`src/include/prdec_pkg.sv`:
```
// constants and types for the peripheral register transfer decoder
// assumes one core clock and a synchronous active-high reset
package prdec_pkg;

    // instruction word width and data widths
    localparam int OPCODE_W = 10;
    localparam int NIBBLE_W = 4;
    localparam int CMP_W    = 8;
    localparam int ADDR_W   = 4;
    localparam int DATA_W   = 8;

    // opcodes of the decoded transfer group
    localparam logic [9:0] OP_LOAD_CMP   = 10'h239;
    localparam logic [9:0] OP_COPY_IRQ   = 10'h253;
    localparam logic [9:0] OP_COPY_SER   = 10'h262;
    localparam logic [9:0] OP_COPY_WAKE0 = 10'h256;

    // register offsets on the plain register port
    localparam logic [3:0] OFS_MODE  = 4'h0;
    localparam logic [3:0] OFS_IRQ   = 4'h1;
    localparam logic [3:0] OFS_SER   = 4'h2;
    localparam logic [3:0] OFS_WAKE0 = 4'h3;
    localparam logic [3:0] OFS_ACC   = 4'h4;
    localparam logic [3:0] OFS_BREG  = 4'h5;
    localparam logic [3:0] OFS_CMP   = 4'h6;
    localparam logic [3:0] OFS_CARRY = 4'h7;
    localparam logic [3:0] OFS_LAST  = 4'h8;

    // field positions and reset values
    localparam int MODE_BIT  = 0;
    localparam int CARRY_BIT = 0;
    localparam logic [3:0] RST_NIBBLE = 4'h0;
    localparam logic [7:0] RST_CMP    = 8'h00;
    localparam logic       RST_BIT    = 1'b0;

    // what the decoder found in the current instruction word
    typedef enum logic [2:0] {
        KIND_NONE,
        KIND_LOAD_NOP,
        KIND_LOAD_CMP,
        KIND_COPY_IRQ,
        KIND_COPY_SER,
        KIND_COPY_WAKE0
    } prdec_kind_t;

endpackage

```
`src/include/prdec_exec_if.sv`:
```
// carrier between the execute core and the opcode decoder
// assumes both ends sit in the same clock domain
`timescale 1ns/1ps
interface prdec_exec_if;
    logic [9:0]            opcode;
    logic                  valid;
    logic                  mode;
    prdec_pkg::prdec_kind_t kind;

    modport decoder (input opcode, input valid, input mode, output kind);
    modport core    (output opcode, output valid, output mode, input kind);
endinterface

```
`src/core/prdec_decoder.sv`:
```
// opcode decoder for the transfer group, purely combinational
// assumes the opcode is stable for the cycle in which valid is high
`timescale 1ns/1ps
module prdec_decoder (
    prdec_exec_if.decoder dec
);

    // map the word to an instruction kind; unknown words do nothing
    always_comb
    begin
        dec.kind = prdec_pkg::KIND_NONE;
        if (dec.valid)
        begin
            unique case (dec.opcode)
                prdec_pkg::OP_LOAD_CMP:
                    dec.kind = dec.mode ? prdec_pkg::KIND_LOAD_CMP
                                        : prdec_pkg::KIND_LOAD_NOP;
                prdec_pkg::OP_COPY_IRQ:
                    dec.kind = prdec_pkg::KIND_COPY_IRQ;
                prdec_pkg::OP_COPY_SER:
                    dec.kind = prdec_pkg::KIND_COPY_SER;
                prdec_pkg::OP_COPY_WAKE0:
                    dec.kind = prdec_pkg::KIND_COPY_WAKE0;
                default:
                    dec.kind = prdec_pkg::KIND_NONE;
            endcase
        end
    end

endmodule

```
`src/core/prdec_top.sv`:
```
// execute core for the peripheral register transfer group
// assumes instructions arrive one word per cycle, synchronous to ref_clk_in
// Notes on behaviour
// - opcode 10'h239 loads the comparator in one cycle, no carry change.
// - in comparator mode the load puts B in bits 7..4 and A in bits 3..0.
// - in conversion mode the load opcode acts as a no-operation.
// - opcode 10'h253 copies the interrupt control register into A.
// - an instruction copies the serial control register into A.
// - opcode 10'h256 copies wakeup control register 0 into A, carry kept.
`timescale 1ns/1ps
module prdec_top (
    input  wire logic       ref_clk_in,
    input  wire logic       reset_in,
    input  wire logic [9:0] opcode_in,
    input  wire logic       opcode_valid_in,
    input  wire logic [3:0] addr_in,
    input  wire logic [7:0] wdata_in,
    input  wire logic       wr_in,
    input  wire logic       rd_in,
    output logic      [7:0] rdata_out,
    output logic            done_out,
    output logic            skip_out,
    output logic      [3:0] acc_out,
    output logic      [7:0] cmp_out,
    output logic            carry_out
);

    typedef struct packed {
        logic [3:0]             acc;
        logic [3:0]             breg;
        logic [7:0]             cmp;
        logic                   mode;
        logic [3:0]             irq;
        logic [3:0]             ser;
        logic [3:0]             wake0;
        logic                   carry;
        logic [7:0]             rdata;
        logic                   done;
        prdec_pkg::prdec_kind_t last;
    } prdec_state_t;

    prdec_state_t   st;
    prdec_state_t   next_st;
    prdec_exec_if   ex ();

    assign ex.opcode = opcode_in;
    assign ex.valid  = opcode_valid_in;
    assign ex.mode   = st.mode;

    prdec_decoder prdec_decoder_inst (
        .dec (ex.decoder)
    );

    // read mux; unmapped offsets answer zero
    function automatic logic [7:0] prdec_read(input prdec_state_t s,
                                              input logic [3:0] a);
        logic [7:0] v;
        v = 8'h00;
        unique case (a)
            prdec_pkg::OFS_MODE:  v = {7'h00, s.mode};
            prdec_pkg::OFS_IRQ:   v = {4'h0, s.irq};
            prdec_pkg::OFS_SER:   v = {4'h0, s.ser};
            prdec_pkg::OFS_WAKE0: v = {4'h0, s.wake0};
            prdec_pkg::OFS_ACC:   v = {4'h0, s.acc};
            prdec_pkg::OFS_BREG:  v = {4'h0, s.breg};
            prdec_pkg::OFS_CMP:   v = s.cmp;
            prdec_pkg::OFS_CARRY: v = {7'h00, s.carry};
            prdec_pkg::OFS_LAST:  v = {5'h00, s.last};
            default:              v = 8'h00;
        endcase
        return v;
    endfunction

    // bus writes first, then the instruction; the instruction wins on A
    // and the comparator because the core must not lose a retired result
    always_comb
    begin
        next_st       = st;
        next_st.rdata = rd_in ? prdec_read(st, addr_in) : 8'h00;
        next_st.done  = 1'b0;
        if (wr_in)
        begin
            unique case (addr_in)
                prdec_pkg::OFS_MODE:
                    next_st.mode = wdata_in[prdec_pkg::MODE_BIT];
                prdec_pkg::OFS_IRQ:   next_st.irq   = wdata_in[3:0];
                prdec_pkg::OFS_SER:   next_st.ser   = wdata_in[3:0];
                prdec_pkg::OFS_WAKE0: next_st.wake0 = wdata_in[3:0];
                prdec_pkg::OFS_ACC:   next_st.acc   = wdata_in[3:0];
                prdec_pkg::OFS_BREG:  next_st.breg  = wdata_in[3:0];
                prdec_pkg::OFS_CMP:   next_st.cmp   = wdata_in;
                prdec_pkg::OFS_CARRY:
                    next_st.carry = wdata_in[prdec_pkg::CARRY_BIT];
                default:              next_st.mode  = st.mode;
            endcase
        end
        if (ex.kind != prdec_pkg::KIND_NONE)
        begin
            next_st.done = 1'b1;                 // one word, one cycle
            next_st.last = ex.kind;
        end
        // carry and skip are never touched by this group
        unique case (ex.kind)
            prdec_pkg::KIND_LOAD_CMP:
                next_st.cmp = {st.breg, st.acc};
            prdec_pkg::KIND_COPY_IRQ:
                next_st.acc = st.irq;
            prdec_pkg::KIND_COPY_SER:
                next_st.acc = st.ser;
            prdec_pkg::KIND_COPY_WAKE0:
                next_st.acc = st.wake0;
            default:
                next_st.acc = next_st.acc;           // no-operation
        endcase
    end

    // state register with synchronous reset
    always_ff @(posedge ref_clk_in)
    begin
        if (reset_in)
        begin
            st       <= '0;
            st.acc   <= prdec_pkg::RST_NIBBLE;
            st.breg  <= prdec_pkg::RST_NIBBLE;
            st.cmp   <= prdec_pkg::RST_CMP;
            st.mode  <= prdec_pkg::RST_BIT;
            st.carry <= prdec_pkg::RST_BIT;
            st.last  <= prdec_pkg::KIND_NONE;
        end
        else
        begin
            st <= next_st;
        end
    end

    assign rdata_out = st.rdata;
    assign done_out  = st.done;
    assign skip_out  = 1'b0;         // this group never skips
    assign acc_out   = st.acc;
    assign cmp_out   = st.cmp;
    assign carry_out = st.carry;

    logic load_go;
    logic quiet;
    assign load_go = opcode_valid_in && opcode_in == prdec_pkg::OP_LOAD_CMP;
    assign quiet   = !wr_in;
endmodule

```
`config.mk`:
```
export PLATFORM = sky130hd
export DESIGN_NAME = prdec_top
export DESIGN_NICKNAME = d
export VERILOG_FILES = /design/src/include/prdec_pkg.sv /design/src/include/prdec_exec_if.sv /design/src/core/prdec_decoder.sv /design/src/core/prdec_top.sv
export SDC_FILE = /design/constraint.sdc
export NUM_CORES = 1
export LEC_CHECK = 0
export BUFFER_PORTS_ARGS = -buffer_cell sky130_fd_sc_hd__buf_2
export CAP_MARGIN = 20
export CORE_MARGIN = 5
export CORE_UTILIZATION = 30
export DETAILED_ROUTE_END_ITERATION = 8
export GPL_TIMING_DRIVEN = 0
export PLACE_DENSITY = 0.58
export REMOVE_ABC_BUFFERS = 1
export SETUP_SLACK_MARGIN = 0.2
export SYNTH_ARGS = -nofsm -noshare
export SYNTH_HDL_FRONTEND = slang
export SYNTH_SLANG_ARGS = --single-unit
```
`constraint.sdc`:
```
create_clock -name ref_clk_in -period 1.8 [get_ports ref_clk_in]
set_input_delay 0.45 -clock ref_clk_in [delete_from_list [all_inputs] [get_ports ref_clk_in]]
set_output_delay 0.45 -clock ref_clk_in [all_outputs]
set_load 0.02 [all_outputs]
```
After elaboration in Yosys (flattened, before gate mapping). Cells that the tools add are included. W data, S select, Z words.

Bits in registers: 42. Output and inout port bits: 23. Bits of input ports: 27. ROM bits: 0. Logic and storage cells: 59. Memories: 0. RAM bits: 0. Latch bits: 0.

Div/mod/pow operators: 0. Add/sub/neg operators: 0. Multiply operators: 0. Bitwise operators: 1. Multiplexer cells: 16. Equal/unequal tests: 16. Order comparisons: 0. Shift operators: 0. Reductions and logical operators: 15.

Operators with widths (number): $pmux W8 S9 (1); $eq A10 B10 Y1 const B (4); $mux W30 (1); $mux W4 (6); $eq A4 B3 Y1 const B (4); $mux W8 (2); $reduce_and A2 Y1 (8); $pmux W3 S4 (1); $pmux W4 S3 (1); $eq A4 B2 Y1 const B (2); $reduce_bool A4 Y1 (2); $eq A3 B2 Y1 const B (2); $eq A3 B3 Y1 const B (2); $eq A4 B1 Y1 const B (1); $eq A4 B4 Y1 const B (1); $logic_not A4 Y1 (1); $reduce_bool A2 Y1 (2); $mux W3 (1); $reduce_bool A3 Y1 (1); $mux W1 (2); $mux W2 (1); $reduce_or A2 Y1 (1); $not A1 Y1 (1).

Longest topological paths before layout. Gate-level depths: netlist of run 1.

Word-level depth: 6. Mapped depth: 8. Gate-level depth less buffers: 5.

Cells and area by module. Synthesis of run 1 repeated with hierarchy kept, for this count alone.

Cell total of the unflattened synthesis: 270. Area, all modules: 2352.3 um^2.

Modules (own cells, without submodules): prdec_top (area each 2203.4 um^2, instances 1, cells each 251, seq. area each 840.8 um^2); prdec_decoder (area each 148.9 um^2, instances 1, cells each 19, seq. area each 0.0 um^2).

Worst setup path before layout of run 1. Ideal clock, no wire load.

Kind: input port to flip-flop. Start point: in opcode_in[2]. End point: reg st, in the netlist acc_out[1]. Stages on the path: 5. Setup slack: -0.053 ns. Required time: 1.741 ns. Data arrival time: 1.793 ns. Buffers on the path: 0. Setup time: 0.059 ns. Cells stage by stage: or3b_1 > a2111oi_4 > nor2_2 > a221oi_2 > o31a_1.

Word-level cells in the longest chain between the ends: 6. Elaborated cells on any way between the ends: 13. Those cells by class: eq/ne (7); mux (3); reduce/logical (3).

Ends and longest elaborated chain: from (decl) (RTL line prdec_top.sv:14) `input wire logic [9:0] opcode_in,`; $eq A10 B10 Y1 (RTL line prdec_decoder.sv:14) `unique case (dec.opcode)`; $pmux W3 S4 (*) (RTL line prdec_decoder.sv:14); $mux W3 (*) (RTL line prdec_decoder.sv:12) `if (dec.valid)`; $eq A3 B3 Y1 / $eq A3 B2 Y1 (equally long branches) (RTL line prdec_top.sv:103) `unique case (ex.kind)`; $reduce_bool A4 Y1 (no source line); $reduce_and A2 Y1 (no source line); to (signal assigned) (RTL line prdec_top.sv:132) `st <= next_st;`; to (decl) (RTL line prdec_top.sv:42) `prdec_state_t st;`.

Mark *: on every way between the ends. The rest lies on a longest branch, timed or not. A chain may end at the register's enable or synchronous reset.

Final worst setup path of run 1.
Start point: in opcode_in[4]. End point: reg st, in the netlist acc_out[1].

The elaborated chain is that of the path after synthesis.

==> results of run 1 <==
per-stage QoR:
step | total power (W) | instances | setup slack (ns)
4_1_cts | 0.00188 | 385 | 0.123
3_5_place_dp | 0.00113 | 376 | -0.598
2_1_floorplan | 0.00104 | 225 | -0.345
5_1_grt | 0.00196 | 392 | 0.0404
6_report | 0.00189 | 392 | 0.0903
3_3_place_gp | 0.00113 | 375 | -1.11
worst paths after layout:
| path | endpoint | slack (ns) | cells after the start |
|---|---|---|---|
| setup / recovery | acc_out[1]$_SDFFE_PP0P_ | 0.09 | 7 |
| hold / removal | st[0]$_SDFFE_PP0P_ | 0.44 | 3 |
| hold reg to reg | st[19]$_SDFFE_PP0P_ | 0.48 | 2 |
| setup reg to reg | acc_out[1]$_SDFFE_PP0P_ | 0.21 | 5 |
cells by family (layout without fill, tap and decap cells):
| kind of cell | Yosys count | count (layout) | share of synthesized area (%) |
|---|---|---|---|
| AND/OR/NAND/NOR | 86 | 86 | 20.0 |
| AO/OA/AOI/OAI | 59 | 59 | 18.0 |
| buffers and inverters | 43 | 68 | 10.4 |
| flip-flops | 42 | 42 | 36.0 |
| multiplexers | 34 | 34 | 15.4 |
| other | 1 | 1 | 0.161 |
state kept, by name (all words and copies together), names as in the netlist:
signal,cells
st,19
carry_out,1
rdata_out,8
cmp_out,8
acc_out,4
done_out,1
ex.mode,1
synth_stat cells (all sizes together) (2+ instances only):
master and count:
nor3b 2, a22oi 2, a32oi 5, o22a 2, clkbuf 15, nand3 16, o22ai 5, or2b 2
nand3b 3, mux2i 28, nor3 2, nand2b 4, and2 7, o21ai 5, a221oi 2, nor2 21
dfxtp 42, a21oi 19, a21o 8, buf 25, or3b 2, nand2 13, nor2b 5, and3b 2
mux2 5, a2111oi 2, inv 3
area by class of cell:
cell class / count / area, um2
clock buffer: 5 / 68.8
clock inverter: 3 / 40.0
fill: 766 / 4790
inverter: 3 / 11.3
multi-input combinational: 180 / 1370
sequential: 42 / 841
tap: 102 / 128
timing repair buffer: 57 / 393
power by group:
group / internal [W] / switching, W / total [W]
Combinational: 0.0000855 / 0.000118 / 0.000204
Clock: 0.000408 / 0.000334 / 0.000742
Sequential: 0.000937 / 0.00000746 / 0.000945
layer usage:
metal  track usage (%)  share of wire [%]  up-vias
met4              3.15                1.2        0
met5                 0                  0        -
li1                  -                  -      980
met2              19.6                 46       55
met3              3.71                7.0        8
met1              17.7                 46      948
worst max-delay path, cell delays in order:
cell and delay, ns:
buf_8 0.10, buf_4 0.12, and4b_1 0.20, a2bb2o_1 0.30, and2_4 0.25, a22o_1 0.25
o31a_1 0.22
what timing repair did:
action	CTS	global route
setup endpoints to repair	29	28
setup buffers	1	6
cloned	0	1
pin swaps	5	10
gates resized for setup	17	23
==> qor.txt, run 1 <==
Slew Limit Fails: 0
Ant. Diodes: 0
Yosys reg bits: 42
GPL Wtd Cong: 0.795
Core Region: 7650 um2
Crit. Startpoint: opcode_in[4]
Min-delay src: opcode_valid_in
Final Cycle Share: 95.0%
DR WL/cell: 16.3 um
Placement Rows: 32
TNS Setup: 0 ns
Dpl hpwl: 4.25 mm
Post-layout min period: 1.71 ns
Finished Cell Area: 2860 um2
Number of distinct library cells after synthesis: 53
Worst slew pin tran: 0.703 ns
H-tree lvl count: 2
Mapped Area: 2340 um2
Max-slew headroom: 53.1%
Clk buf depth: 2
Outcome: finished clean
Layout Nets: 316
Top cells by area, synth: dfxtp_1 (36%), mux2i_1 (12%), buf_4 (6.7%)
Clock slew seen by the registers of the worst setup and hold paths: 0.08 ns
First-pass GRT wire length: 9.96 mm
Layout cell share with drive strength beyond 1: 32.8%
Area delta synth->final: 22.2%
CP arrival: 1.90 ns
Power Dens Cells: 662 nW/um2
Setup Crit Path Kind: in2reg
Global-route usage over all layers: 12.8%
Drt via density: 5.08
Hold Path Class: in2reg
Post-CTS Hold Buffers: 0
Worst Path Required: 1.99 ns
Drt total wl: 6.38 mm
Finish-stage setup viols: 0
Pleak: 1.12 nW
Synthesized area per cell: 8.82 um2
Number of flops mapped to enable cells by yosys: 0
Clock sinks: 42
DRT Pass-1 Iters: 4
DR DRC count: 0
Post-synth top area cell: dfxtp_1
Vias: 1991
Vias in the first global route: 1910
Commonest non-fill, non-tap cells in the layout: dfxtp_1 (42), buf_2 (40), mux2i_1 (27)
CP Launch Type: input pin
Initial Util: 30.5%
Final Hold Viols: 0
Worst Skew: 0.00169 ns
I/O Buffers: 48
RSZ-0062 raised after global routing: true
Clock Latency Late Sink: 0.29 ns
Synth top area share: 36.0%
Crit. End Element: register
Cell Area, Placed: 2490 um2
Die Span Y: 98.2 um
Max-cap violations: 0
Worst Path Max Fanout: 21
Cts bufs inserted: 5
Clk root buf: clkbuf_8
Die Area: 9650 um2
Post-Syn Instances: 265
# IOs: 50
Yosys warning total: 0
Iter 0 DRT Violations: 170
Seq/Total Area, Yosys: 36.0%
CTS tree: yes
Max Clock Freq: 585 MHz
Commonest non-fill, non-tap cell in the layout: dfxtp_1
Initial antenna violation count: 0
Main synth FF type: dfxtp_1
Synth async-reset ratio: 0%
Min Hold Slack: 0.444 ns
Maximum vdd drop: 0.272 mV
Pin count of the biggest net entering global routing: 38
GR Overflow Total: 0
ANT nets after route: 0
Utilization after layout: 37.3%
Die Wd: 98.2 um
Reg2reg start: ex.mode$_SDFFE_PP0P_
Note: power is estimated with default switching activity, not from simulation.
==> inputs of run 2 (changes only) <==
Settings changed: PLACE_DENSITY 0.58 to 0.51, SLEW_MARGIN from default to 20.
==> run 2 against run 1 <==
Effect of this change: sequential share of layout area increased by 0.67 points; hold slack improved by 0.00050 ns; clock power decreased by 14%; die area unchanged; utilization decreased by 0.83 points; register-to-register slack about the same; critical path depth unchanged; first-iteration DRC count decreased by 34%; critical path type unchanged; critical endpoint unchanged.
==> qor.txt, run 2 (synthesis results as in run 1) <==
Vias in the first global route: 1884 (-1.4%)
RSZ-0062 raised after global routing: true
Placement Rows: 32 (unchanged)
Min Hold Slack: 0.445 ns (+0.000500 ns)
Maximum vdd drop: 0.244 mV (-10%)
Sequential power share: 53.0% (+3.0 points)
I/O Buffers: 48 (unchanged)
GPL Wtd Cong: 0.778 (-2.2%)
Power Dens Cells: 639 nW/um2 (-3.5%)
Int Power: 0.00133 W (-7.1%)
Setup Crit Path Kind: in2reg
Max Clock Freq: 609 MHz (+4.1%)
Final Hold Viols: 0 (unchanged)
Finish-stage setup viols: 0 (unchanged)
DRT Pass-1 Iters: 4 (unchanged)
Worst slack, placed: -0.618 ns (-0.0197 ns)
Core Region: 7650 um2 (unchanged)
Crit. Startpoint: opcode_in[4]
CP arrival: 1.89 ns (about the same)
Die Area: 9650 um2 (unchanged)
Placed cells: 376 (unchanged)
First-pass GRT wire length: 9.89 mm (-0.76%)
ANT nets after route: 0 (unchanged)
Drt total wl: 6.38 mm (about the same)
Min-delay src: opcode_valid_in
Dpl hpwl: 4.34 mm (+2.0%)
CP Launch Type: input pin
Worst slew pin tran: 0.719 ns (+0.0165 ns)
Commonest non-fill, non-tap cells in the layout: buf_2 (43), dfxtp_1 (42), mux2i_1 (28)
Initial antenna violation count: 0 (unchanged)
DR DRC count: 0 (unchanged)
Commonest non-fill, non-tap cell in the layout: buf_2
Slew Limit Fails: 0 (unchanged)
H-tree lvl count: 2 (unchanged)
Max-slew headroom: 52.0% (-1.1 points)
Final Cycle Share: 91.2% (-3.8 points)
Worst Skew: 0.00263 ns (+0.000938 ns)
DR WL/cell: 16.2 um (-0.45%)
Post-CTS Hold Buffers: 0 (unchanged)
Reg2reg start: ex.mode$_SDFFE_PP0P_
Clock sinks: 42 (unchanged)
Ant. Diodes: 0 (unchanged)
Worst Path Required: 2.04 ns (+0.05 ns)
Max-cap violations: 0 (unchanged)
Outcome: finished clean
Final worst setup slack: 0.158 ns (+0.0677 ns)
Fillers: 808 (+5.5%)
Die Wd: 98.2 um (unchanged)
Sw frac: 25.5% (+1.2 points)
CTS tree: yes
Drt via density: 5.07 (-0.16%)
Layout Nets: 318 (+0.63%)
Clock slew seen by the registers of the worst setup and hold paths: 0.08 ns (about the same)
Clock power frac: 35.8% (-3.4 points)
Biggest register: st
TNS Setup: 0 ns (unchanged)
Die Span Y: 98.2 um (unchanged)
Clock Latency Late Sink: 0.29 ns (about the same)
Utilization after layout: 36.5% (-0.83 points)
Hold Path Class: in2reg
Area delta synth->final: 19.5%
GR Overflow Total: 0 (unchanged)
Cts bufs inserted: 5 (unchanged)
Worst Path Max Fanout: 6 (-71%)
Comb power frac: 11.2% (+0.4 points)
Global-route usage over all layers: 12.5% (-0.25 points)
Max FFs per register: 19 (unchanged)
Clk root buf: clkbuf_8
# IOs: 50 (unchanged)
Post-layout min period: 1.64 ns (-0.0677 ns)
Layout cell share with drive strength beyond 1: 31.8% (-0.91 points)
NetSw: 0.000454 W (-1.1%)
Pleak: 1.09 nW (-2.1%)
Crit. End Element: register
Clk buf depth: 2 (unchanged)
Vias: 1998 (+0.35%)
Initial Util: 30.5% (unchanged)
Fin cells: 394 (+0.51%)
Iter 0 DRT Violations: 113 (-34%)
Pin count of the biggest net entering global routing: 38 (unchanged)
run 2: routing by layer:
layer	GRT usage, %	vias up	share of wire (%)	wire, um
met5	0	-	0	0
li1	-	986	-	-
met3	2.86	6	4.0	254
met4	3.36	0	0.96	61
met1	17.1	962	48	3070
met2	20.0	44	47	2990
run 2: cell type report:
type / instances / area (um2) / share of cell area [%]
inverters: 3 / 11.3 / 0.403
multi-input cells: 181 / 1360 / 48.6
clock inverters: 1 / 5.00 / 0.179
clock buffers: 7 / 86.3 / 3.09
well taps: 102 / 128 / 4.57
repair buffers: 58 / 363 / 13.0
flip-flops and latches: 42 / 841 / 30.1
run 2: repair_timing:
| action | in CTS | in global routing |
|---|---|---|
| setup endpoints to repair | 27 | 21 |
| gates resized for setup | 20 | 12 |
| pin swaps | 6 | 4 |
| cloned | 0 | 1 |
| setup buffers | 4 | 5 |
| endpoints found under the hold margin | 0 | 0 |
run 2: critical path: stages:
cell and delay (ns):
buf_8 0.10, or3b_4 0.40, a2111oi_4 0.28, buf_4 0.20
nor2_4 0.05, a221oi_2 0.25, o31a_1 0.16
run 2: power groups by stage:
stage | logic [W] | clock network (W) | registers, W
3_3_place_gp | 0.000165 | 0 | 0.000967
6_report | 0.000199 | 0.000639 | 0.000945
5_1_grt | 0.000217 | 0.000699 | 0.000947
2_1_floorplan | 0.0000674 | 0 | 0.000970
4_1_cts | 0.000184 | 0.000660 | 0.000945
3_5_place_dp | 0.000167 | 0 | 0.000967
run 2: path summary, 6_finish.rpt:
check | slack [ns] | depth (start not counted) | endpoint
setup / recovery | 0.16 | 7 | acc_out[1]$_SDFFE_PP0P_
hold / removal | 0.44 | 3 | st[0]$_SDFFE_PP0P_
setup reg to reg | 0.21 | 5 | acc_out[1]$_SDFFE_PP0P_
hold reg to reg | 0.48 | 2 | st[18]$_SDFFE_PP0P_
run 2: per-stage QoR:
step,cell area (um2),power (W)
6_report,2790,0.00178
5_1_grt,2790,0.00186
4_1_cts,2710,0.00179
3_5_place_dp,2490,0.00113
3_3_place_gp,2470,0.00113
2_1_floorplan,2100,0.00104
==> inputs of run 3 (changes only) <==
Settings changed: CORE_UTILIZATION 30 to 49, PLACE_DENSITY 0.51 to 0.76.
==> run 3 against run 2 <==
Effect of this change: non-clock buffer count rose by 1; die area fell by 35%; wire length fell by 8.6%; clock skew rose by 0.0022 ns; count of clock-buffer cells in the layout did not move; global-route usage rose by 5.9 points; utilization rose by 21 points; combinational power fell by 5%; cell count fell by 12%; sequential share of layout area rose by 1.3 points; critical path depth fell by 1; power fell by 3.8%.
==> qor.txt, run 3 (synthesis results as in run 1) <==
Vias in the first global route: 1834 (-2.7%)
Hold Path End: st[0]$_SDFFE_PP0P_
Final worst setup slack: 0.154 ns (-0.00409 ns)
Die Span Y: 79.0 um (-20%)
Pin count of the biggest net entering global routing: 38 (unchanged)
Outcome: finished clean
Placed cells: 328 (-13%)
Hold Path Class: in2reg
Max-cap violations: 0 (unchanged)
FF-to-FF End: acc_out[1]$_SDFFE_PP0P_
DR WL/cell: 16.8 um (+4.0%)
CP arrival: 1.87 ns (-0.02 ns)
Die Wd: 79.0 um (-20%)
TNS Setup: 0 ns (unchanged)
I/O Buffers: 48 (unchanged)
Post-CTS Hold Buffers: 0 (unchanged)
Slew Limit Fails: 0 (unchanged)
Drt total wl: 5.83 mm (-8.6%)
Worst slack, placed: -0.608 ns (+0.00975 ns)
WHS Path Cells: 3 (unchanged)
Clk buf depth: 2 (unchanged)
Iter 0 DRT Violations: 190 (+68%)
Crit. End Element: register
DRT Pass-1 Iters: 4 (unchanged)
H-tree lvl count: 2 (unchanged)
GR Overflow Total: 0 (unchanged)
Min Hold Slack: 0.440 ns (-0.00462 ns)
Biggest register: st
Total power: 0.00172 W (-3.8%)
Worst Skew: 0.00485 ns (+0.00222 ns)
Global-route usage over all layers: 18.4% (+5.9 points)
Core Region: 4660 um2 (-39%)
DR DRC count: 0 (unchanged)
Worst R2R Setup Slack: 0.23 ns (+0.02 ns)
Worst slew pin tran: 0.670 ns (-0.0497 ns)
Area delta synth->final: 14.4%
Layout Nets: 319 (+0.31%)
Die Area: 6250 um2 (-35%)
Vias: 2027 (+1.5%)
Worst Path Required: 2.02 ns (-0.02 ns)
Initial Util: 50.1% (+20 points)
ANT nets after route: 0 (unchanged)
GPL Wtd Cong: 0.872 (+12%)
Layout cell share with drive strength beyond 1: 30.1% (-1.7 points)
Ant. Diodes: 0 (unchanged)
Max-slew headroom: 55.4% (+3.3 points)
Clk root buf: clkbuf_8
# IOs: 50 (unchanged)
Post-layout min period: 1.65 ns (+0.00409 ns)
Storage cell area: 841 um2 (unchanged)
Reg2reg start: ex.mode$_SDFFE_PP0P_
Maximum vdd drop: 0.319 mV (+31%)
Commonest non-fill, non-tap cell in the layout: buf_2
Initial antenna violation count: 0 (unchanged)
Worst Path Max Fanout: 6 (unchanged)
Max FFs per register: 19 (unchanged)
Finish-stage setup viols: 0 (unchanged)
Placement Rows: 25 (-22%)
Final Cycle Share: 91.5% (+0.23 points)
Min-delay src: opcode_valid_in
First-pass GRT wire length: 9.10 mm (-7.9%)
Pleak: 1.08 nW (-1.6%)
Multi-input logic area: 1320 um2 (-2.6%)
R2r worst-path depth: 5 (unchanged)
Clock sinks: 42 (unchanged)
Commonest non-fill, non-tap cells in the layout: buf_2 (45), dfxtp_1 (42), mux2i_1 (28)
RSZ-0062 raised after global routing: true
Fillers: 409 (-49%)
Power Dens Cells: 642 nW/um2 (+0.50%)
CP Launch Type: input pin
Max Clock Freq: 607 MHz (-0.25%)
Clock slew seen by the registers of the worst setup and hold paths: 0.08 ns (about the same)
Setup Crit Path Kind: in2reg
Fin cells: 346 (-12%)
Clock Latency Late Sink: 0.30 ns (about the same)
Cts bufs inserted: 5 (unchanged)
CTS tree: yes
Drt via density: 5.86 (+16%)
Final Hold Viols: 0 (unchanged)
Dpl hpwl: 3.81 mm (-12%)
-- run 3: cell count changes in the layout (fill, tap and decap cells not counted), moves of 2 or more --
cell,previous run,this run
buf_2,43,45
buf_4,8,10
buf_8,2,0
clkbuf_4,2,0
nand2b_1,2,4
nand2b_2,2,0
-- run 3: how the worst max path moves through the flow --
stage / slack [ns] / end / start / depth (start not counted)
5_1_grt: 0.08 / acc_out[1]$_SDFFE_PP0P_ / opcode_in[4] / 7
6_report: 0.15 / acc_out[3]$_SDFFE_PP0P_ / opcode_in[4] / 6
3_5_place_dp: -0.61 / cmp_out[3]$_SDFFE_PP0P_ / addr_in[1] / 6
4_1_cts: 0.15 / acc_out[1]$_SDFFE_PP0P_ / opcode_in[4] / 7
3_3_place_gp: -0.99 / acc_out[0]$_SDFFE_PP0P_ / opcode_in[4] / 6
2_1_floorplan: -0.34 / acc_out[0]$_SDFFE_PP0P_ / opcode_in[4] / 5
-- run 3: cell type report --
class                           count  area share, %
Inverter                            3          0.421
Tap cell                           54           2.53
Timing Repair Buffer               59           13.2
Multi-Input combinational cell    181           49.5
Sequential cell                    42           31.5
Clock buffer                        7           2.86
-- run 3: worst max-delay path: stages --
cell	delay [ns]
buf_6	0.10
or3b_4	0.40
a2111oi_4	0.29
buf_4	0.20
or2b_1	0.30
o22ai_1	0.14
-- run 3: metrics by stage --
step	util [%]	instance area [um2]
2_1_floorplan	-	2100
3_3_place_gp	51.7	2410
3_5_place_dp	52.1	2430
4_1_cts	56.2	2620
5_1_grt	57.3	2670
6_report	57.3	2670
-- run 3: per-layer routing --
layer / wire, um / global-route usage, %
met3: 400 / 3.51
met1: 2480 / 24.6
met4: 104 / 5.15
met5: 0 / 0
met2: 2840 / 30.2
-- run 3: timing repair --
action                                  CTS  global route
resized for setup                        18             2
setup buffers                             4             6
gates cloned                              0             1
hold endpoints to repair                  0             0
pin swaps                                 5             2
endpoints found under the setup margin   27            19
-- run 3: power breakdown --
part / switching (W) / total [W] / internal, W
Combinational: 0.000112 / 0.000189 / 0.0000774
Sequential: 0.00000734 / 0.000945 / 0.000938
Clock: 0.000314 / 0.000582 / 0.000267
Total: 0.000434 / 0.00172 / 0.00128
